**src/sec_pkg.sv**
```systemverilog
/*
  Constants for the status and exception control block: status word layout,
  mode codes, exception vectors, register file layout and register offsets.
  Assumes nothing beyond a SystemVerilog compiler.
*/
`default_nettype none
package sec_pkg;
  // Mode field codes
  localparam logic [4:0] MODE_USR = 5'h10;
  localparam logic [4:0] MODE_FIQ = 5'h11;
  localparam logic [4:0] MODE_IRQ = 5'h12;
  localparam logic [4:0] MODE_SVC = 5'h13;
  localparam logic [4:0] MODE_ABT = 5'h17;
  localparam logic [4:0] MODE_UND = 5'h1B;
  localparam logic [4:0] MODE_SYS = 5'h1F;
  // Status word bit positions
  localparam int BIT_N = 31;
  localparam int BIT_Z = 30;
  localparam int BIT_C = 29;
  localparam int BIT_V = 28;
  localparam int BIT_I = 7;
  localparam int BIT_F = 6;
  localparam int BIT_T = 5;
  localparam logic [31:0] STATUS_RST = 32'h000000D3;
  // Exception slots, lowest number wins
  localparam logic [2:0] EXC_ABT = 3'h0;
  localparam logic [2:0] EXC_FIQ = 3'h1;
  localparam logic [2:0] EXC_IRQ = 3'h2;
  localparam logic [2:0] EXC_UND = 3'h3;
  localparam logic [2:0] EXC_SWI = 3'h4;
  localparam logic [2:0] EXC_NONE = 3'h7;
  localparam logic [31:0] VEC_UND = 32'h00000004;
  localparam logic [31:0] VEC_SWI = 32'h00000008;
  localparam logic [31:0] VEC_ABT = 32'h00000010;
  localparam logic [31:0] VEC_IRQ = 32'h00000018;
  localparam logic [31:0] VEC_FIQ = 32'h0000001C;
  // Physical register file layout
  localparam logic [4:0] RF_FIQ_LO = 5'h0F;
  localparam logic [4:0] RF_BANK_USR = 5'h0D;
  localparam logic [4:0] RF_BANK_FIQ = 5'h14;
  localparam logic [4:0] RF_BANK_IRQ = 5'h16;
  localparam logic [4:0] RF_BANK_SVC = 5'h18;
  localparam logic [4:0] RF_BANK_ABT = 5'h1A;
  localparam logic [4:0] RF_BANK_UND = 5'h1C;
  localparam int RF_WORDS = 30;
  // Register byte offsets
  localparam logic [7:0] OFF_STATUS = 8'h00;
  localparam logic [7:0] OFF_SAVED = 8'h04;
  localparam logic [7:0] OFF_PEND = 8'h08;
  localparam logic [7:0] OFF_LINK = 8'h0C;
endpackage
`default_nettype wire

```
**src/status_and_exception_control.sv**
```systemverilog
/*
  Status word, saved status words, banked registers and exception entry and
  return for a 32-bit core, with an AHB-Lite register slave.
  Assumes fast and normal interrupt pins are asynchronous levels; abort,
  undefined and trap requests are one-cycle pulses from the pipeline clock.
// Function
// - Keep four condition flags N Z C V in the status word.
// - Keep two interrupt-disable bits, one fast and one normal.
// - Keep one bit selecting wide or compact instruction state.
// - Keep a five-bit mode field in the status word.
// - Each exception mode owns a saved word holding the prior status.
// - Recognise five exception types, each with its own mode.
// - Requests arriving together are all kept, none lost.
// - Entry saves return address in target link and status in saved word.
// - Return copies saved word to status and link to program counter.
// - Data-processing with status update and PC destination returns.
// - Load-multiple restoring status while loading PC also returns.
// - Wide instructions run only when their top four-bit condition holds.
// - Compact state low registers 0-7 share the wide state registers.
// - Instructions are 32-bit words in wide and halfwords in compact.
// - Each exception mode has its own banked stack pointer.
// - Fast interrupt mode also banks registers 8 to 12.
*/
// Our own choices: the register addresses and the AHB-Lite interface to the registers.
`default_nettype none
module status_and_exception_control (
  input wire logic hclk,
  input wire logic hresetn,
  input wire logic clk_en,
  input wire logic hsel,
  input wire logic [31:0] haddr,
  input wire logic [1:0] htrans,
  input wire logic hwrite,
  input wire logic [2:0] hsize,
  input wire logic [31:0] hwdata,
  input wire logic hready,
  output logic hreadyout,
  output logic [31:0] hrdata,
  output logic hresp,
  input wire logic fast_interrupt_pin,
  input wire logic irq_pin,
  input wire logic abort_req,
  input wire logic undef_req,
  input wire logic software_trap_req,
  input wire logic take_ok,
  input wire logic [31:0] ret_addr,
  input wire logic instr_valid,
  input wire logic [31:0] instr,
  input wire logic flag_we,
  input wire logic [3:0] flag_in,
  input wire logic rf_we,
  input wire logic [3:0] rf_waddr,
  input wire logic [31:0] rf_wdata,
  input wire logic [3:0] rf_raddr,
  output logic [31:0] rf_rdata,
  output logic [31:0] current_status_word,
  output logic exec_ok,
  output logic pc_load,
  output logic [31:0] pc_value
);
  import sec_pkg::*;
  function automatic logic [2:0] mode_slot(input logic [4:0] m);
    case (m)
      MODE_FIQ: mode_slot = 3'h0;
      MODE_IRQ: mode_slot = 3'h1;
      MODE_SVC: mode_slot = 3'h2;
      MODE_ABT: mode_slot = 3'h3;
      MODE_UND: mode_slot = 3'h4;
      default: mode_slot = 3'h7;
    endcase
  endfunction
  function automatic logic [4:0] phys_idx(input logic [4:0] m, input logic [3:0] r);
    logic [4:0] base;
    case (m)
      MODE_FIQ: base = RF_BANK_FIQ;
      MODE_IRQ: base = RF_BANK_IRQ;
      MODE_SVC: base = RF_BANK_SVC;
      MODE_ABT: base = RF_BANK_ABT;
      MODE_UND: base = RF_BANK_UND;
      default: base = RF_BANK_USR;
    endcase
    phys_idx = {1'b0, r};
    if (m == MODE_FIQ && r >= 4'h8 && r <= 4'hC) begin
      phys_idx = RF_FIQ_LO + {1'b0, r - 4'h8};
    end else if (r == 4'hD || r == 4'hE) begin
      phys_idx = base + {4'h0, ~r[0]};
    end
  endfunction
  function automatic logic cond_pass(input logic [3:0] c, input logic [3:0] f);
    logic n, z, cy, v;
    {n, z, cy, v} = f;
    case (c)
      4'h0: cond_pass = z;
      4'h1: cond_pass = !z;
      4'h2: cond_pass = cy;
      4'h3: cond_pass = !cy;
      4'h4: cond_pass = n;
      4'h5: cond_pass = !n;
      4'h6: cond_pass = v;
      4'h7: cond_pass = !v;
      4'h8: cond_pass = cy && !z;
      4'h9: cond_pass = !cy || z;
      4'hA: cond_pass = n == v;
      4'hB: cond_pass = n != v;
      4'hC: cond_pass = !z && n == v;
      4'hD: cond_pass = z || n != v;
      4'hE: cond_pass = 1'b1;
      default: cond_pass = 1'b0;
    endcase
  endfunction
  logic fiq_s1_q, fiq_s2_q, irq_s1_q, irq_s2_q;
  logic [31:0] current_status_word_q, current_status_word_d;
  logic [31:0] saved_q [0:4];
  logic [31:0] rf_q [0:RF_WORDS-1];
  logic [4:0] pend_q, pend_d, req;
  logic [31:0] pc_value_q, pc_value_d, rf_rdata_q, rf_rdata_d;
  logic pc_load_q, pc_load_d, exec_ok_q, exec_ok_d;
  logic [2:0] grant, cur_slot, tgt_slot;
  logic fire, pass, dp_ret, ldm_ret, ret;
  logic saved_we, lr_we, gp_we;
  logic [2:0] saved_wa;
  logic [31:0] saved_wd;
  logic [4:0] lr_wa, gp_wa, mode;
  logic [4:0] tgt_mode;
  logic [31:0] tgt_vec;
  logic take_ap, wr_q, wr_d, rd_q, rd_d, hreadyout_q, hreadyout_d;
  logic [7:0] off_q, off_d;
  logic [31:0] hrdata_q, hrdata_d;

  assign mode = current_status_word_q[4:0];
  assign cur_slot = mode_slot(mode);

  // Exception requests: slot 0 highest priority
  always_comb begin
    req = {pend_q[EXC_SWI], pend_q[EXC_UND], irq_s2_q && !current_status_word_q[BIT_I],
           fiq_s2_q && !current_status_word_q[BIT_F], pend_q[EXC_ABT]};
    grant = EXC_NONE;
    for (int i = 4; i >= 0; i--) begin
      if (req[i]) begin
        grant = 3'(i);
      end
    end
    fire = take_ok && grant != EXC_NONE;
    case (grant)
      EXC_ABT: begin
        tgt_mode = MODE_ABT;
        tgt_vec = VEC_ABT;
      end
      EXC_FIQ: begin
        tgt_mode = MODE_FIQ;
        tgt_vec = VEC_FIQ;
      end
      EXC_IRQ: begin
        tgt_mode = MODE_IRQ;
        tgt_vec = VEC_IRQ;
      end
      EXC_UND: begin
        tgt_mode = MODE_UND;
        tgt_vec = VEC_UND;
      end
      default: begin
        tgt_mode = MODE_SVC;
        tgt_vec = VEC_SWI;
      end
    endcase
    tgt_slot = mode_slot(tgt_mode);
  end

  // Instruction condition and return decode
  always_comb begin
    pass = current_status_word_q[BIT_T] || cond_pass(instr[31:28], current_status_word_q[31:28]);
    dp_ret = !current_status_word_q[BIT_T] && instr[27:26] == 2'b00 && instr[20] && instr[15:12] == 4'hF
             && !(!instr[25] && instr[7] && instr[4]);
    ldm_ret = !current_status_word_q[BIT_T] && instr[27:25] == 3'b100 && instr[22] && instr[20]
              && instr[15];
    ret = instr_valid && pass && (dp_ret || ldm_ret) && cur_slot != 3'h7 && !fire;
  end

  // Status, saved words, link writes and program counter
  always_comb begin
    current_status_word_d = current_status_word_q;
    pc_value_d = pc_value_q;
    pc_load_d = 1'b0;
    exec_ok_d = instr_valid && pass;
    saved_we = 1'b0;
    saved_wa = cur_slot;
    saved_wd = hwdata;
    lr_we = 1'b0;
    lr_wa = phys_idx(tgt_mode, 4'hE);
    gp_we = rf_we && rf_waddr != 4'hF;
    gp_wa = phys_idx(mode, rf_waddr);
    pend_d = pend_q;
    if (fire) begin
      pend_d[grant] = 1'b0;
    end
    pend_d[EXC_ABT] = pend_d[EXC_ABT] | abort_req;
    pend_d[EXC_UND] = pend_d[EXC_UND] | undef_req;
    pend_d[EXC_SWI] = pend_d[EXC_SWI] | software_trap_req;
    pend_d[EXC_FIQ] = 1'b0;
    pend_d[EXC_IRQ] = 1'b0;
    if (flag_we) begin
      current_status_word_d[BIT_N:BIT_V] = flag_in;
    end
    if (wr_q && off_q == OFF_STATUS) begin
      current_status_word_d = hwdata;
    end
    if (wr_q && off_q == OFF_SAVED && cur_slot != 3'h7) begin
      saved_we = 1'b1;
    end
    if (ret) begin
      current_status_word_d = saved_q[cur_slot];
      pc_value_d = rf_q[phys_idx(mode, 4'hE)];
      pc_load_d = 1'b1;
    end
    if (fire) begin
      saved_we = 1'b1;
      saved_wa = tgt_slot;
      saved_wd = current_status_word_q;
      lr_we = 1'b1;
      current_status_word_d[4:0] = tgt_mode;
      current_status_word_d[BIT_T] = 1'b0;
      current_status_word_d[BIT_I] = 1'b1;
      if (grant == EXC_FIQ) begin
        current_status_word_d[BIT_F] = 1'b1;
      end
      pc_value_d = tgt_vec;
      pc_load_d = 1'b1;
    end
    rf_rdata_d = (rf_raddr == 4'hF) ? pc_value_q : rf_q[phys_idx(mode, rf_raddr)];
  end

  // AHB-Lite slave: writes zero-wait, reads one wait state
  always_comb begin
    take_ap = hsel && htrans[1] && hready;
    wr_d = take_ap && hwrite;
    rd_d = take_ap && !hwrite;
    off_d = take_ap ? haddr[7:0] : off_q;
    hreadyout_d = !rd_d;
    hrdata_d = hrdata_q;
    if (rd_q) begin
      case (off_q)
        OFF_STATUS: hrdata_d = current_status_word_q;
        OFF_SAVED: hrdata_d = (cur_slot != 3'h7) ? saved_q[cur_slot] : 32'h00000000;
        OFF_PEND: hrdata_d = {27'h0, req};
        OFF_LINK: hrdata_d = rf_q[phys_idx(mode, 4'hE)];
        default: hrdata_d = 32'h00000000;
      endcase
    end
  end

  always_ff @(posedge hclk or negedge hresetn) begin
    if (!hresetn) begin
      fiq_s1_q <= 1'b0;
      fiq_s2_q <= 1'b0;
      irq_s1_q <= 1'b0;
      irq_s2_q <= 1'b0;
      current_status_word_q <= STATUS_RST;
      pend_q <= 5'h00;
      pc_value_q <= 32'h00000000;
      pc_load_q <= 1'b0;
      exec_ok_q <= 1'b0;
      rf_rdata_q <= 32'h00000000;
      wr_q <= 1'b0;
      rd_q <= 1'b0;
      off_q <= 8'h00;
      hreadyout_q <= 1'b1;
      hrdata_q <= 32'h00000000;
      for (int i = 0; i < 5; i++) begin
        saved_q[i] <= 32'h00000000;
      end
      for (int i = 0; i < RF_WORDS; i++) begin
        rf_q[i] <= 32'h00000000;
      end
    end else if (clk_en) begin
      fiq_s1_q <= fast_interrupt_pin;
      fiq_s2_q <= fiq_s1_q;
      irq_s1_q <= irq_pin;
      irq_s2_q <= irq_s1_q;
      current_status_word_q <= current_status_word_d;
      pend_q <= pend_d;
      pc_value_q <= pc_value_d;
      pc_load_q <= pc_load_d;
      exec_ok_q <= exec_ok_d;
      rf_rdata_q <= rf_rdata_d;
      wr_q <= wr_d;
      rd_q <= rd_d;
      off_q <= off_d;
      hreadyout_q <= hreadyout_d;
      hrdata_q <= hrdata_d;
      if (saved_we) begin
        saved_q[saved_wa] <= saved_wd;
      end
      if (gp_we) begin
        rf_q[gp_wa] <= rf_wdata;
      end
      if (lr_we) begin
        rf_q[lr_wa] <= ret_addr;
      end
    end
  end

  assign hreadyout = hreadyout_q;
  assign hrdata = hrdata_q;
  assign hresp = 1'b0;
  assign rf_rdata = rf_rdata_q;
  assign current_status_word = current_status_word_q;
  assign exec_ok = exec_ok_q;
  assign pc_load = pc_load_q;
  assign pc_value = pc_value_q;
endmodule
`default_nettype wire

```
**config.mk**
```make
export PLATFORM = sky130hd
export DESIGN_NAME = status_and_exception_control
export DESIGN_NICKNAME = d
export VERILOG_FILES = /design/src/sec_pkg.sv /design/src/status_and_exception_control.sv
export SDC_FILE = /design/constraint.sdc
export NUM_CORES = 2
export LEC_CHECK = 0
export BUFFER_PORTS_ARGS = -buffer_cell sky130_fd_sc_hd__buf_2
export CAP_MARGIN = 30
export CORE_MARGIN = 3
export CORE_UTILIZATION = 55
export DETAILED_ROUTE_END_ITERATION = 10
export PLACE_DENSITY = 0.71
export RECOVER_POWER = 25
export REMOVE_ABC_BUFFERS = 1
export SYNTH_ARGS = -nofsm -noshare
export SYNTH_HDL_FRONTEND = slang
export SYNTH_SLANG_ARGS = --single-unit
```
**constraint.sdc**
```tcl
create_clock -name hclk -period 10.2 [get_ports hclk]
set_input_delay 3.06 -clock hclk [delete_from_list [all_inputs] [get_ports hclk]]
set_output_delay 3.06 -clock hclk [all_outputs]
set_load 0.005 [all_outputs]
```
==> impl_metrics.ini <==
[synthesis]
syn_inst = 5931
synthArstFlopShare_pct = 100
synth-compound-area-share_pct = 14.6
yosys.area_share.adder_pct = 0.280
synth_area_um2 = 61800
synth-simple-area-share_pct = 12.3
synth-edff-count = 0
synth_xor_area_share_pct = 0.113
yosysWarningCount = 0
syn_area_per_cell_um2 = 10.4
synthFlopType = dfrtp_1
synth.distinct_cells = 93
ys_seq_area_share_pct = 51.4
synth_seq_cells = 1268
synth_top_family_by_area = multiplexers
synth_mux_area_share_pct = 17.2

[worst_hold_path]
min_path_type = register to register

[global_route]
gr-total-overflow = 0
grt_max_degree = 187
antenna_found_initial = 38
grt_usage_pct = 38.2
grt_pass1_wl_mm = 329
grt_pass1_vias = 49700

[power_and_ir_drop]
power_mw = 15.5
power_leakage_nw = 31.4
power_density_nw_per_um2 = 225
ir_drop_v = 0.000155

[clocking]
numCtsBuffers = 135
cts_resized = 0
cts.clk_slew.worst_paths_ns = 0.06
cts_root_buffer = clkbuf_16
cts_max_level = 4
clock_path_buffers = 3
post-cts-setup-buffer-count = 0
clock_latency_ns = 0.77
cts_tree = done
ctsHoldBuffers = 0
cts.sinks = 1268

[layout]
fin_nets = 6133
fillers = 9047
final_area_um2 = 69000
multi_input_area_um2 = 27900
synthToLayoutAreaGrowth_pct = 11.6
seqCellArea_um2 = 31700
fin_util_pct = 62.0
layout-drive-gt1-share_pct = 25.6

[worst_setup_path]
crit_path_end_kind = asynchronous set/reset pin
crit_slowest_cell = clkbuf_2
critPathRequiredTime_ns = 10.02
path_delay_family = buffers and inverters
worstPathCellList = buf_12, clkbuf_2
cp.arrival_ns = 6.91
max_stage_delay_ns = 3.13
crit_type = input pin to asynchronous set/reset pin
critical_path_buf_inv_count = 2
cp_max_fo = 175
start_kind = input pin

[placement]
placed_cell_area_um2 = 64300
dp_hpwl_mm = 132
place_congestion = 0.943
place_ws_ns = 2.86
numPortBuffers = 277

[detailed_routing]
dr.pass1.iters = 6
highest_layer = met5
drt_wl_total_mm = 226
vias = 51400
avgViaCountPerCell = 6.81
met2_length_mm = 99.1
first_iter_violations = 6621
drc = 0
met3_length_mm = 27.7
wl_met1_mm = 84.0
detail_route.wl_per_cell_um = 29.9
ant_nets = 0

[timing]
grt_setup_unrepaired = no
fin_setup_tns_ns = 0
setup_slack_ns = 3.11
period_needed_ns = 7.09
finClkSkew_ns = 0.0325
slew_headroom_pct = -195
min_period_over_period_pct = 69.5
finalHoldViolCount = 0
finalSetupViolations = 0
finalMaxSlewViolations = 632
fmax_mhz = 141
worstMarginPinSlew_ns = 4.43

[status]
status = finished, violations left
violations = max-capacitance violations, max-slew violations

[flow_run]
cap_violations = 6

[floorplanning]
die-area_um2 = 116000
die_width_um = 341
fp.dieH_um = 341
pin_count = 324
start_util_pct = 55.6
rows = 122
core_area_um2 = 111000
-- placed cells by master (no fill, tap or decap), drive strengths merged, types with 62 or more instances in the layout --
cell / instances
mux2: 836
nand2: 980
buf: 399
o22ai: 166
inv: 62
o21ai: 120
nor2: 246
clkbuf: 211
dfrtp: 1262
a2bb2oi: 98
a31oi: 89
a21oi: 374
nand3: 303
mux2i: 121
-- per-layer routing --
metal	vias up	GRT usage [%]
li1	21400	-
met1	25800	49.0
met2	3358	56.4
met3	807	12.7
met4	18	23.0
met5	-	0
-- final timing paths --
path / slack (ns) / to / startpoint / depth (start not counted)
hold reg to reg: 0.47 / hrdata[2] / hrdata[2] / 2
max in group hclk: 3.30 / rf_rdata[11] / rf_raddr[0] / 13
min in group asynchronous: 2.27 / rf_q[523] / hresetn / 1
hold / removal: 0.47 / hrdata[2] / hrdata[2] / 2
setup / recovery: 3.11 / saved_q[141] / hresetn / 2
setup reg to reg: 3.85 / rf_rdata[11] / current_status_word[3] / 16
-- through the flow --
step / hold slack [ns] / instances
final: 0.472 / 7546
after floorplan: 0.458 / 5384
after CTS: 0.478 / 7517
after global routing: 0.499 / 7525
after detailed placement: 0.466 / 7277
after global placement: 0.457 / 7272
-- synthesized netlist by cell type, types with 9 or more instances --
| library cell | number | share of area (%) |
|---|---|---|
| dfrtp_1 | 1262 | 51 |
| nand2_1 | 980 | 6.0 |
| mux2_2 | 818 | 15 |
| a21oi_1 | 372 | 3.0 |
| clkbuf_1 | 315 | 1.9 |
| nand3_1 | 303 | 2.5 |
| nor2_1 | 246 | 1.5 |
| o22ai_1 | 165 | 1.7 |
| buf_2 | 160 | 1.3 |
| mux2i_1 | 120 | 1.9 |
| o21ai_0 | 114 | 0.92 |
| a2bb2oi_1 | 98 | 1.4 |
| a31oi_1 | 87 | 0.88 |
| buf_1 | 55 | 0.33 |
| inv_1 | 55 | 0.33 |
| o211ai_1 | 45 | 0.55 |
| o221ai_1 | 41 | 0.58 |
| a21o_1 | 39 | 0.47 |
| a22oi_1 | 38 | 0.46 |
| and3_1 | 37 | 0.37 |
| o22a_1 | 37 | 0.52 |
| o21a_1 | 33 | 0.40 |
| a221oi_1 | 32 | 0.45 |
| nor3_1 | 32 | 0.26 |
| a22o_1 | 31 | 0.44 |
| a32oi_1 | 28 | 0.40 |
| a311oi_1 | 26 | 0.37 |
| nand4_1 | 26 | 0.26 |
| and2_1 | 24 | 0.24 |
| nor4_1 | 22 | 0.22 |
| a211oi_1 | 21 | 0.26 |
| a211o_1 | 17 | 0.24 |
| mux2_1 | 16 | 0.29 |
| a221o_1 | 15 | 0.24 |
| buf_4 | 14 | 0.17 |
| or3_1 | 14 | 0.14 |
| ha_1 | 13 | 0.26 |
| o31ai_1 | 11 | 0.13 |
| nand2b_1 | 10 | 0.10 |
| nor2b_1 | 10 | 0.10 |
| o31a_1 | 9 | 0.13 |
-- final cells by class --
cell class,instances,share of cell area [%]
sequential,1268,46.0
timing repair buffer,407,3.65
multi-input combinational,4059,40.5
clock inverter,37,0.764
clock buffer,203,5.95
tap,1488,2.70
antenna,27,0.0980
inverter,57,0.310
-- power by group --
part           switching (mW)  internal [mW]  total, mW
sequential              0.799           6.27       7.07
combinational            1.90           1.41       3.31
clock                    2.09           3.06       5.15
total                    4.78           10.7       15.5
-- cells by family after synthesis --
kind of cell / Yosys count
AO/OA/AOI/OAI: 1332
multiplexers: 957
AND/OR/NAND/NOR: 1747
buffers and inverters: 604
adder cells (fa/ha/maj): 14
flip-flops: 1268
other: 1
XOR/XNOR: 8
-- flip-flops by register name, indices dropped and copies added, names as in the netlist, 3 cells and up --
name                 flops
pend_q                   3
pc_value                32
current_status_word     32
hrdata                  32
rf_rdata                32
off_q                    8
saved_q                160
rf_q                   960
Power figures use the tool's default switching activity.
